[config.mk]
export PLATFORM = sky130hd
export DESIGN_NAME = rer_top
export DESIGN_NICKNAME = d
export VERILOG_FILES = /design/src/rer_pkg.sv /design/src/rer_pin_sync.sv /design/src/rer_top.sv
export SDC_FILE = /design/constraint.sdc
export NUM_CORES = 1
export LEC_CHECK = 0
export BUFFER_PORTS_ARGS = -buffer_cell sky130_fd_sc_hd__buf_2
export CAP_MARGIN = 10
export CELL_PAD_IN_SITES_DETAIL_PLACEMENT = 0
export CELL_PAD_IN_SITES_GLOBAL_PLACEMENT = 1
export CORE_AREA = 2 2 81 91
export CTS_BUF_LIST = sky130_fd_sc_hd__clkbuf_8
export DETAILED_ROUTE_END_ITERATION = 8
export DIE_AREA = 0 0 83 93
export MAX_ROUTING_LAYER = met4
export PLACE_DENSITY = 0.95
export REMOVE_ABC_BUFFERS = 1
export SLEW_MARGIN = 20
export SYNTH_ARGS = -nofsm -noshare
export SYNTH_HDL_FRONTEND = slang
export SYNTH_SLANG_ARGS = --single-unit
[constraint.sdc]
create_clock -name sys_clk -period 3.6 [get_ports sys_clk]
set_input_delay 0.72 -clock sys_clk [delete_from_list [all_inputs] [get_ports sys_clk]]
set_output_delay 0.72 -clock sys_clk [all_outputs]
set_load 0.02 [all_outputs]
[src/rer_pkg.sv]
// Purpose: shared constants and types of the remote receiver end-count block
// Assumes: 32-bit apb register bus, one system clock
// Notes:   offsets are byte addresses of aligned words
package rer_pkg;

  // ==========================================================================
  // bus and field widths
  localparam int unsigned RER_ADDR_W   = 12;
  localparam int unsigned RER_DATA_W   = 32;
  localparam int unsigned RER_CNT_W    = 7;
  localparam int unsigned RER_NUM_END  = 3;
  localparam int unsigned RER_NUM_SRC  = 2;
  localparam int unsigned RER_IRQ_W    = 2;

  // ==========================================================================
  // register offsets
  localparam logic [11:0] RER_OFS_END2   = 12'h000;
  localparam logic [11:0] RER_OFS_END3   = 12'h004;
  localparam logic [11:0] RER_OFS_CLKSEL = 12'h008;
  localparam logic [11:0] RER_OFS_STAT   = 12'h00C;
  localparam logic [11:0] RER_OFS_MASK   = 12'h010;
  localparam logic [11:0] RER_OFS_RESULT = 12'h014;

  // ==========================================================================
  // field positions
  localparam int unsigned RER_CNT_MSB      = 6;
  localparam int unsigned RER_CLKSEL_BIT   = 0;
  localparam int unsigned RER_IRQ_DONE     = 0;
  localparam int unsigned RER_IRQ_ABANDON  = 1;
  localparam int unsigned RER_RES_HIT_LSB  = 8;
  localparam int unsigned RER_SYNC_STAGES  = 3;

  // ==========================================================================
  // reset values and special codes
  localparam logic [6:0]  RER_END_RST    = 7'h00;
  localparam logic [1:0]  RER_IRQ_RST    = 2'h0;
  localparam logic [31:0] RER_DATA_ZERO  = 32'h0000_0000;
  localparam logic [6:0]  RER_CNT_NONE   = 7'h00;
  localparam logic [6:0]  RER_CNT_TOP    = 7'h48;

  // ==========================================================================
  // sampling clock source
  typedef enum logic {
    RER_SRC_LF,
    RER_SRC_TIMER
  } rer_src_t;

endpackage : rer_pkg

[src/rer_pin_sync.sv]
// Purpose: three-stage synchroniser with agreement filter and rise pulse
// Assumes: inputs are asynchronous pins
// Notes:   a change counts once stages two and three agree
`timescale 1ns/1ns
module rer_pin_sync import rer_pkg::*; #(
  parameter int unsigned W = 2
) (
  // clock and reset
  input  wire logic         sys_clk,
  input  wire logic         rstn,
  // pins
  input  wire logic [W-1:0] pin_in,
  // filtered result
  output logic      [W-1:0] level,
  output logic      [W-1:0] rise
);

  // ==========================================================================
  // per-pin synchroniser
  genvar g;
  generate
    for (g = 0; g < W; g++) begin : g_pin
      logic s1_q;
      logic s2_q;
      logic s3_q;
      logic lvl_q;
      logic rise_q;
      always_ff @(posedge sys_clk or negedge rstn) begin
        if (!rstn) begin
          s1_q <= 1'b0;
          s2_q <= 1'b0;
          s3_q <= 1'b0;
        end else begin
          s1_q <= pin_in[g];
          s2_q <= s1_q;
          s3_q <= s2_q;
        end
      end
      always_ff @(posedge sys_clk or negedge rstn) begin
        if (!rstn) begin
          lvl_q  <= 1'b0;
          rise_q <= 1'b0;
        end else begin
          if (s2_q == s3_q) begin
            lvl_q <= s3_q;
          end
          rise_q <= (s2_q == s3_q) && s3_q && !lvl_q;
        end
      end
      assign level[g] = lvl_q;
      assign rise[g]  = rise_q;
    end
  endgenerate

endmodule : rer_pin_sync

[src/rer_top.sv]
// Purpose: end bit counts and sampling clock choice of the remote receiver
// Assumes: bit count and max-cycle event come from logic on sys_clk
// Notes:   apb slave with zero wait states, sticky interrupt status
//
// Notes on behaviour
// end-count registers hold seven bits, upper bits always read zero.
// a zero end-count field specifies no particular bit count.
// field value one to seventy-two requires exactly that received bit count.
// software never writes codes seventy-three to one hundred twenty-seven.
// three independent end counts exist; any of them may qualify reception.
// end counts only qualify max-cycle completion, never complete alone.
// clock select bit zero picks low-frequency clock, one picks timer output.
// timer output must be programmed between thirty and thirty-four kilohertz.
// disable receiver before changing clock; write select before others.
// with counts set, max-cycle completes and interrupts only on count match; a mismatch also raises irq via status bit 1 when mask bit 1 is set.
// max-cycle with no matching count returns to leader wait, no completion.
// compare bit count with every nonzero end count; any match qualifies.
// writes to always-zero upper bits change no stored state.
//
// Implementation choices: the APB slave port and the register addresses.
`timescale 1ns/1ns
module rer_top import rer_pkg::*; #(
  parameter int unsigned ADDR_W = RER_ADDR_W
) (
  // clock and reset
  input  wire logic              sys_clk,
  input  wire logic              rstn,
  // apb slave
  input  wire logic              psel,
  input  wire logic              penable,
  input  wire logic              pwrite,
  input  wire logic [ADDR_W-1:0] paddr,
  input  wire logic [31:0]       pwdata,
  input  wire logic [3:0]        pstrb,
  output logic      [31:0]       prdata,
  output logic                   pready,
  output logic                   pslverr,
  // sampling clock pins
  input  wire logic              lf_clock_pin,
  input  wire logic              timer_output_clock,
  // receiver core
  input  wire logic              receiver_enable_bit,
  input  wire logic [6:0]        end_count_first_field,
  input  wire logic [6:0]        rx_bit_count,
  input  wire logic              max_cycle_detect,
  // results
  output logic                   sample_clock_choice,
  output logic                   sample_tick,
  output logic                   rx_complete,
  output logic                   rx_to_leader,
  output logic                   irq
);

  // ==========================================================================
  // apb decode
  logic              setup;
  logic              access;
  logic              wr_lo;
  logic              addr_ok;
  logic [11:0]       ofs;
  logic [31:0]       prdata_q;
  logic              err_q;

  assign ofs    = 12'(paddr);
  assign setup  = psel && !penable;
  assign access = psel && penable;
  assign pready = 1'b1;

  always_comb begin
    addr_ok = (ADDR_W <= 12) &&
              ((ofs == RER_OFS_END2) || (ofs == RER_OFS_END3) ||
               (ofs == RER_OFS_CLKSEL) || (ofs == RER_OFS_STAT) ||
               (ofs == RER_OFS_MASK) || (ofs == RER_OFS_RESULT));
  end

  // writes reach only the low byte, where every writable field lives
  assign wr_lo = access && pwrite && pstrb[0] && addr_ok;

  // ==========================================================================
  // configuration registers
  logic [6:0] end2_q;
  logic [6:0] end3_q;
  rer_src_t   clksel_q;
  logic [1:0] mask_q;

  always_ff @(posedge sys_clk or negedge rstn) begin
    if (!rstn) begin
      end2_q <= RER_END_RST;
    end else if (wr_lo && ofs == RER_OFS_END2) begin
      end2_q <= pwdata[RER_CNT_MSB:0];
    end
  end

  always_ff @(posedge sys_clk or negedge rstn) begin
    if (!rstn) begin
      end3_q <= RER_END_RST;
    end else if (wr_lo && ofs == RER_OFS_END3) begin
      end3_q <= pwdata[RER_CNT_MSB:0];
    end
  end

  always_ff @(posedge sys_clk or negedge rstn) begin
    if (!rstn) begin
      clksel_q <= RER_SRC_LF;
    end else if (wr_lo && ofs == RER_OFS_CLKSEL) begin
      clksel_q <= rer_src_t'(pwdata[RER_CLKSEL_BIT]);
    end
  end

  always_ff @(posedge sys_clk or negedge rstn) begin
    if (!rstn) begin
      mask_q <= RER_IRQ_RST;
    end else if (wr_lo && ofs == RER_OFS_MASK) begin
      mask_q <= pwdata[RER_IRQ_W-1:0];
    end
  end

  // ==========================================================================
  // sampling clock choice
  logic [RER_NUM_SRC-1:0] src_rise;
  logic                   sample_tick_q;

  rer_pin_sync #(
    .W (RER_NUM_SRC)
  ) u_sync (
    .sys_clk (sys_clk),
    .rstn    (rstn),
    .pin_in  ({timer_output_clock, lf_clock_pin}),
    .level   (),
    .rise    (src_rise)
  );

  always_ff @(posedge sys_clk or negedge rstn) begin
    if (!rstn) begin
      sample_tick_q <= 1'b0;
    end else begin
      case (clksel_q)
        RER_SRC_LF:    sample_tick_q <= receiver_enable_bit && src_rise[0];
        RER_SRC_TIMER: sample_tick_q <= receiver_enable_bit && src_rise[1];
        default:       sample_tick_q <= 1'b0;
      endcase
    end
  end

  assign sample_tick         = sample_tick_q;
  assign sample_clock_choice = (clksel_q == RER_SRC_TIMER);

  // ==========================================================================
  // end count match
  logic [6:0]             end_cnt [RER_NUM_END];
  logic [RER_NUM_END-1:0] cfg;
  logic [RER_NUM_END-1:0] hit;
  logic                   max_evt;
  logic                   complete_d;
  logic                   abandon_d;

  assign end_cnt[0] = end_count_first_field;
  assign end_cnt[1] = end2_q;
  assign end_cnt[2] = end3_q;

  genvar gi;
  generate
    for (gi = 0; gi < RER_NUM_END; gi++) begin : g_match
      assign cfg[gi] = (end_cnt[gi] != RER_CNT_NONE);
      assign hit[gi] = cfg[gi] && (end_cnt[gi] == rx_bit_count);
    end
  endgenerate

  assign max_evt    = max_cycle_detect && receiver_enable_bit;
  assign complete_d = max_evt && (!(|cfg) || (|hit));
  assign abandon_d  = max_evt && (|cfg) && !(|hit);

  logic       complete_q;
  logic       abandon_q;
  logic [6:0] res_cnt_q;
  logic [2:0] res_hit_q;

  always_ff @(posedge sys_clk or negedge rstn) begin
    if (!rstn) begin
      complete_q <= 1'b0;
      abandon_q  <= 1'b0;
    end else begin
      complete_q <= complete_d;
      abandon_q  <= abandon_d;
    end
  end

  always_ff @(posedge sys_clk or negedge rstn) begin
    if (!rstn) begin
      res_cnt_q <= RER_CNT_NONE;
      res_hit_q <= 3'h0;
    end else if (max_evt) begin
      res_cnt_q <= rx_bit_count;
      res_hit_q <= hit;
    end
  end

  assign rx_complete  = complete_q;
  assign rx_to_leader = abandon_q;

  // ==========================================================================
  // interrupt status, write one to clear, set wins
  logic [1:0] stat_q;
  logic [1:0] stat_set;
  logic [1:0] stat_clr;

  assign stat_set = {abandon_d, complete_d};
  assign stat_clr = (wr_lo && ofs == RER_OFS_STAT) ? pwdata[RER_IRQ_W-1:0] : RER_IRQ_RST;

  always_ff @(posedge sys_clk or negedge rstn) begin
    if (!rstn) begin
      stat_q <= RER_IRQ_RST;
    end else begin
      stat_q <= (stat_q & ~stat_clr) | stat_set;
    end
  end

  assign irq = |(stat_q & mask_q);

  // ==========================================================================
  // read data, captured in the setup cycle
  always_ff @(posedge sys_clk or negedge rstn) begin
    if (!rstn) begin
      prdata_q <= RER_DATA_ZERO;
      err_q    <= 1'b0;
    end else if (setup) begin
      err_q    <= !addr_ok;
      prdata_q <= RER_DATA_ZERO;
      if (!pwrite && addr_ok) begin
        case (ofs)
          RER_OFS_END2:   prdata_q <= {25'h000_0000, end2_q};
          RER_OFS_END3:   prdata_q <= {25'h000_0000, end3_q};
          RER_OFS_CLKSEL: prdata_q <= {31'h0000_0000, sample_clock_choice};
          RER_OFS_STAT:   prdata_q <= {30'h0000_0000, stat_q};
          RER_OFS_MASK:   prdata_q <= {30'h0000_0000, mask_q};
          RER_OFS_RESULT: prdata_q <= {21'h00_0000, res_hit_q, 1'b0, res_cnt_q};
          default:        prdata_q <= RER_DATA_ZERO;
        endcase
      end
    end
  end

  assign prdata  = prdata_q;
  assign pslverr = access && err_q;
endmodule : rer_top

==> results.md <==
- The end of the worst register-to-register path is stat_q[0].
- STA classifies the critical path startpoint as an input pin.
- The register-to-register setup slack is 1.71 ns.
- Of the total power, combinational logic draws 0.121.
- The number of cell rows is 32.
- For this configuration, the core starts out at a cell density of 0.397.
- Leaving out fill and tap cells, the most frequent cell in the layout is sky130_fd_sc_hd__buf_2.
- The die area is 7720 sq um.
- Across every metal layer, demand over resource in global routing totals 0.153.
- In this run the post-CTS setup repair buffer count came out at 0.
- The library cells used most frequently in the layout, excluding fill and tap cells, are sky130_fd_sc_hd__buf_2, sky130_fd_sc_hd__dfrtp_1, sky130_fd_sc_hd__mux2_2, sky130_fd_sc_hd__conb_1, sky130_fd_sc_hd__xor2_1.
- Synthesis handed over a netlist of 237 instances.
- The iteration count of the initial detailed-routing pass is 4.
- The clock latency on the worst-skew pair is 0.30 ns.
- The setup TNS after final layout is 0 ns.
- Subtracting the final worst setup slack from the clock period gives 2.09 ns.
- The startpoint identified for the worst register-to-register timing path is end2_q[2].
- The count of antenna diodes in the layout is 0.
- The largest vdd supply drop is 0.158 mV.
- The net load switching power is 0.287 mW.
- The wire length of the first global-routing pass is 9270 um.
- The routed design has 5410 um of wire.
- For this run, the share of the core covered by cells in the final layout is 0.454.
- Summed over all instances, the cell type with the most area after synthesis is sky130_fd_sc_hd__dfrtp_1.
- The hold violation total from the final report is 0.
- The worst endpoint data arrival time is 2.28 ns.
- The tree is rooted in a sky130_fd_sc_hd__clkbuf_8.
- The run finished with clean final reports.
- The number of flops mapped to enable cells by yosys is 0.
- The routed layout has 1,909 vias.
- The internal cell power is 0.827 mW.
- The ratio of cells with drive above 1 in the final layout is 0.346.
- The worst setup path is of the input pin to flop kind.
- The share of the Yosys chip area taken by registers is 0.487.
- The area added between synthesis and finish is 14.3%.
- Setup violations remaining at the end of the flow were counted as 0.
- The type of the tightest min-delay check is flop to flop.
- The power density of the placed cells is 358 nW/um^2.
- The number of global-route vias before repair was 1,915.
- Summed over all nets, the half-perimeter wirelength after detailed placement is 4360 um.
- After synthesis, the cell types taking the most area are sky130_fd_sc_hd__dfrtp_1, sky130_fd_sc_hd__mux2_2, sky130_fd_sc_hd__xor2_1, sky130_fd_sc_hd__buf_4, sky130_fd_sc_hd__mux2i_1.
- In the routed layout, each cell is associated on average with a via count of 4.98.
- Counting cells, the worst reg-to-reg path comes to 5.
- The element type at the critical path end is a flop.
- Gates resized during post-CTS repair numbered 0.
- The clock buffer count from CTS is 5.
- The number of violations reported at the end of detailed-routing iteration 0 is 100.
- In this run the worst setup path begins at paddr[5].
- For the worst setup path, the data required time is 3.79 ns.
- The average routed wire per standard cell is 14.1 um.
- Setup repair after global routing left no endpoint under its margin.
- The portion of the clock cycle consumed by the worst path in the final layout is 0.581.
- The transition at the pin with the smallest max-transition slack is 0.890 ns.
- Pin placement for this block handled 110 I/O pins.
- The H-tree generated during clock tree synthesis spans 2 levels.
- CTS saw 53 sinks.
- The sequential fraction of design power is 0.567.
- The total area inside the core boundary comes to 6850 sq um.
- The post-route clock skew is 0.00882 ns.
- The cts-stage hold buffer count is 0.
- The pin count of the biggest net entering global routing is 42.
- The worst max-slew margin expressed relative to the limit is 0.407.
- In this run, synthesis produced a sequential element count of 53.
- In this run the horizontal extent of the chip is 83 um.
- The maximum fanout count along the critical path is 7.
- The overflow left after global routing is 0.
- The longest clock path from root to sink contains 2 buffers.
- Of the total power, the clock network draws 0.312.
- The netlist uses 35 different library cells.
- The proportion of register bits with asynchronous set or reset after synthesis is 1.00.
- After synthesis the cells add up to 2720 sq um.
- Hold timing on the final database bottoms out at a slack of 0.356 ns.
- The net count of the finished layout is 370.
- The destination of the critical timing path is end3_q[6].
- The portion of synthesized cell area occupied by the leading cell type is 0.487.
- The die is 93 um tall.
- The share of total power consumed by net switching is 0.258.
- For this design the static power due to leakage is 1.58 nW.
- Once routing completed, OpenROAD measured the worst setup slack at 1.51 ns.
- TritonCTS built the clock tree.
- The residual antenna-violating net count after detailed routing is 0.
- The primary flip-flop cell chosen by synthesis mapping is sky130_fd_sc_hd__dfrtp_1.
- The number of port buffers is 58.
- The number of antenna violations at the first check in global routing is 0.
- The last weighted congestion value of the routability-driven placer is 0.827.
- Based on the critical path, the design can be clocked at up to 0.478 GHz.
- The count of yosys warnings during synthesis is 0.
- In this run the mean area of a mapped cell was 11.5 sq um.
- Max-cap violations in this run came to 0.
- The clock-pin transition on the worst setup and hold timing paths is 0.09 ns.
- For this run, design rule violations remaining after detail routing come to 0.
- The worst setup slack before clock tree synthesis is 1.15 ns.
- The total count of max-transition violations in the final report was 0.
==> worst min path at each step <==
stage | cells after the start | to | start
detailed placement | 0 | u_sync.g_pin[0].s2_q | u_sync.g_pin[0].s1_q
global route | 0 | u_sync.g_pin[1].s2_q | u_sync.g_pin[1].s1_q
CTS | 0 | u_sync.g_pin[0].s2_q | u_sync.g_pin[0].s1_q
finish | 0 | u_sync.g_pin[0].s2_q | u_sync.g_pin[0].s1_q
floorplan | 0 | u_sync.g_pin[0].s2_q | u_sync.g_pin[0].s1_q
global placement | 0 | u_sync.g_pin[0].s2_q | u_sync.g_pin[0].s1_q
==> flip-flops by register name (all words and copies together), names as in the netlist, 3 cells and up <==
name	flops
prdata	10
end2_q	7
end3_q	7
res_cnt_q	7
res_hit_q	3
==> layout make-up <==
cell class / instances / area, sq um
tap: 85 / 106
inverter: 2 / 7.51
multi-input combinational: 176 / 1280
fill: 640 / 3730
timing repair buffer: 59 / 298
clock buffer: 6 / 82.6
clock inverter: 2 / 13.8
sequential: 53 / 1330
==> metrics by stage <==
| stage | cells | total power [mW] | area [sq um] |
|---|---|---|---|
| 6_report | 383 | 1.11 | 3110 |
| 5_1_grt | 383 | 1.17 | 3110 |
| 4_1_cts | 383 | 1.12 | 3110 |
| 3_5_place_dp | 375 | 0.780 | 3020 |
| 3_3_place_gp | 375 | 0.774 | 3020 |
| 2_1_floorplan | 231 | 0.714 | 2610 |
==> cells in the mapped netlist (2+ instances only) <==
cell                        n
sky130_fd_sc_hd__o22ai_1    2
sky130_fd_sc_hd__a21oi_1    6
sky130_fd_sc_hd__nor3_4     2
sky130_fd_sc_hd__and3_1     4
sky130_fd_sc_hd__nand3_1    2
sky130_fd_sc_hd__nor4b_1    2
sky130_fd_sc_hd__nand2b_1   3
sky130_fd_sc_hd__mux2i_1    9
sky130_fd_sc_hd__nor2_1    14
sky130_fd_sc_hd__inv_1      2
sky130_fd_sc_hd__a32o_1     5
sky130_fd_sc_hd__nand2_1   15
sky130_fd_sc_hd__buf_4     23
sky130_fd_sc_hd__dfrtp_1   53
sky130_fd_sc_hd__ha_1       2
sky130_fd_sc_hd__o21ai_0   10
sky130_fd_sc_hd__conb_1     2
sky130_fd_sc_hd__clkbuf_1   3
sky130_fd_sc_hd__xor2_1    21
sky130_fd_sc_hd__mux2_2    28
sky130_fd_sc_hd__nor4_1     6
sky130_fd_sc_hd__nor2b_1    3
sky130_fd_sc_hd__nor3_1     8
==> cells by family (layout without fill, tap and decap cells) <==
| group | after synthesis | count (layout) | share of synthesized area |
|---|---|---|---|
| xor gates and xnor gates | 21 | 21 | 0.0676 |
| AOI/OAI and AO/OA | 26 | 26 | 0.0612 |
| adders and majority gates | 2 | 2 | 0.00919 |
| muxes | 38 | 38 | 0.157 |
| and+or+nand+nor | 66 | 66 | 0.143 |
| DFF | 53 | 53 | 0.487 |
| other | 2 | 23 | 0.00276 |
| buffers and inverters | 29 | 69 | 0.0722 |
==> critical path, stage by stage <==
cell and delay [ns]:
sky130_fd_sc_hd__buf_2 0.09, sky130_fd_sc_hd__nor3_1 0.38, sky130_fd_sc_hd__nand4_2 0.29, sky130_fd_sc_hd__nor3_4 0.40
sky130_fd_sc_hd__mux2_2 0.38
==> routing by layer <==
metal	routed length, um	up-vias	share of wire	track usage
li1	-	913	-	-
met1	2230	916	0.41	0.178
met3	279	8	0.052	0.0327
met2	2800	72	0.52	0.261
met4	112	0	0.021	0.0574
met5	0	-	0	-
==> power by group through the flow <==
stage	Combinational (mW)	Sequential, mW	Clock (mW)
after floorplan	0.0725	0.641	0
after global placement	0.132	0.642	0
after detailed placement	0.136	0.644	0
after CTS	0.136	0.632	0.354
after global routing	0.149	0.636	0.386
final	0.135	0.632	0.347
No activity file was read; power rests on OpenSTA's default activity.
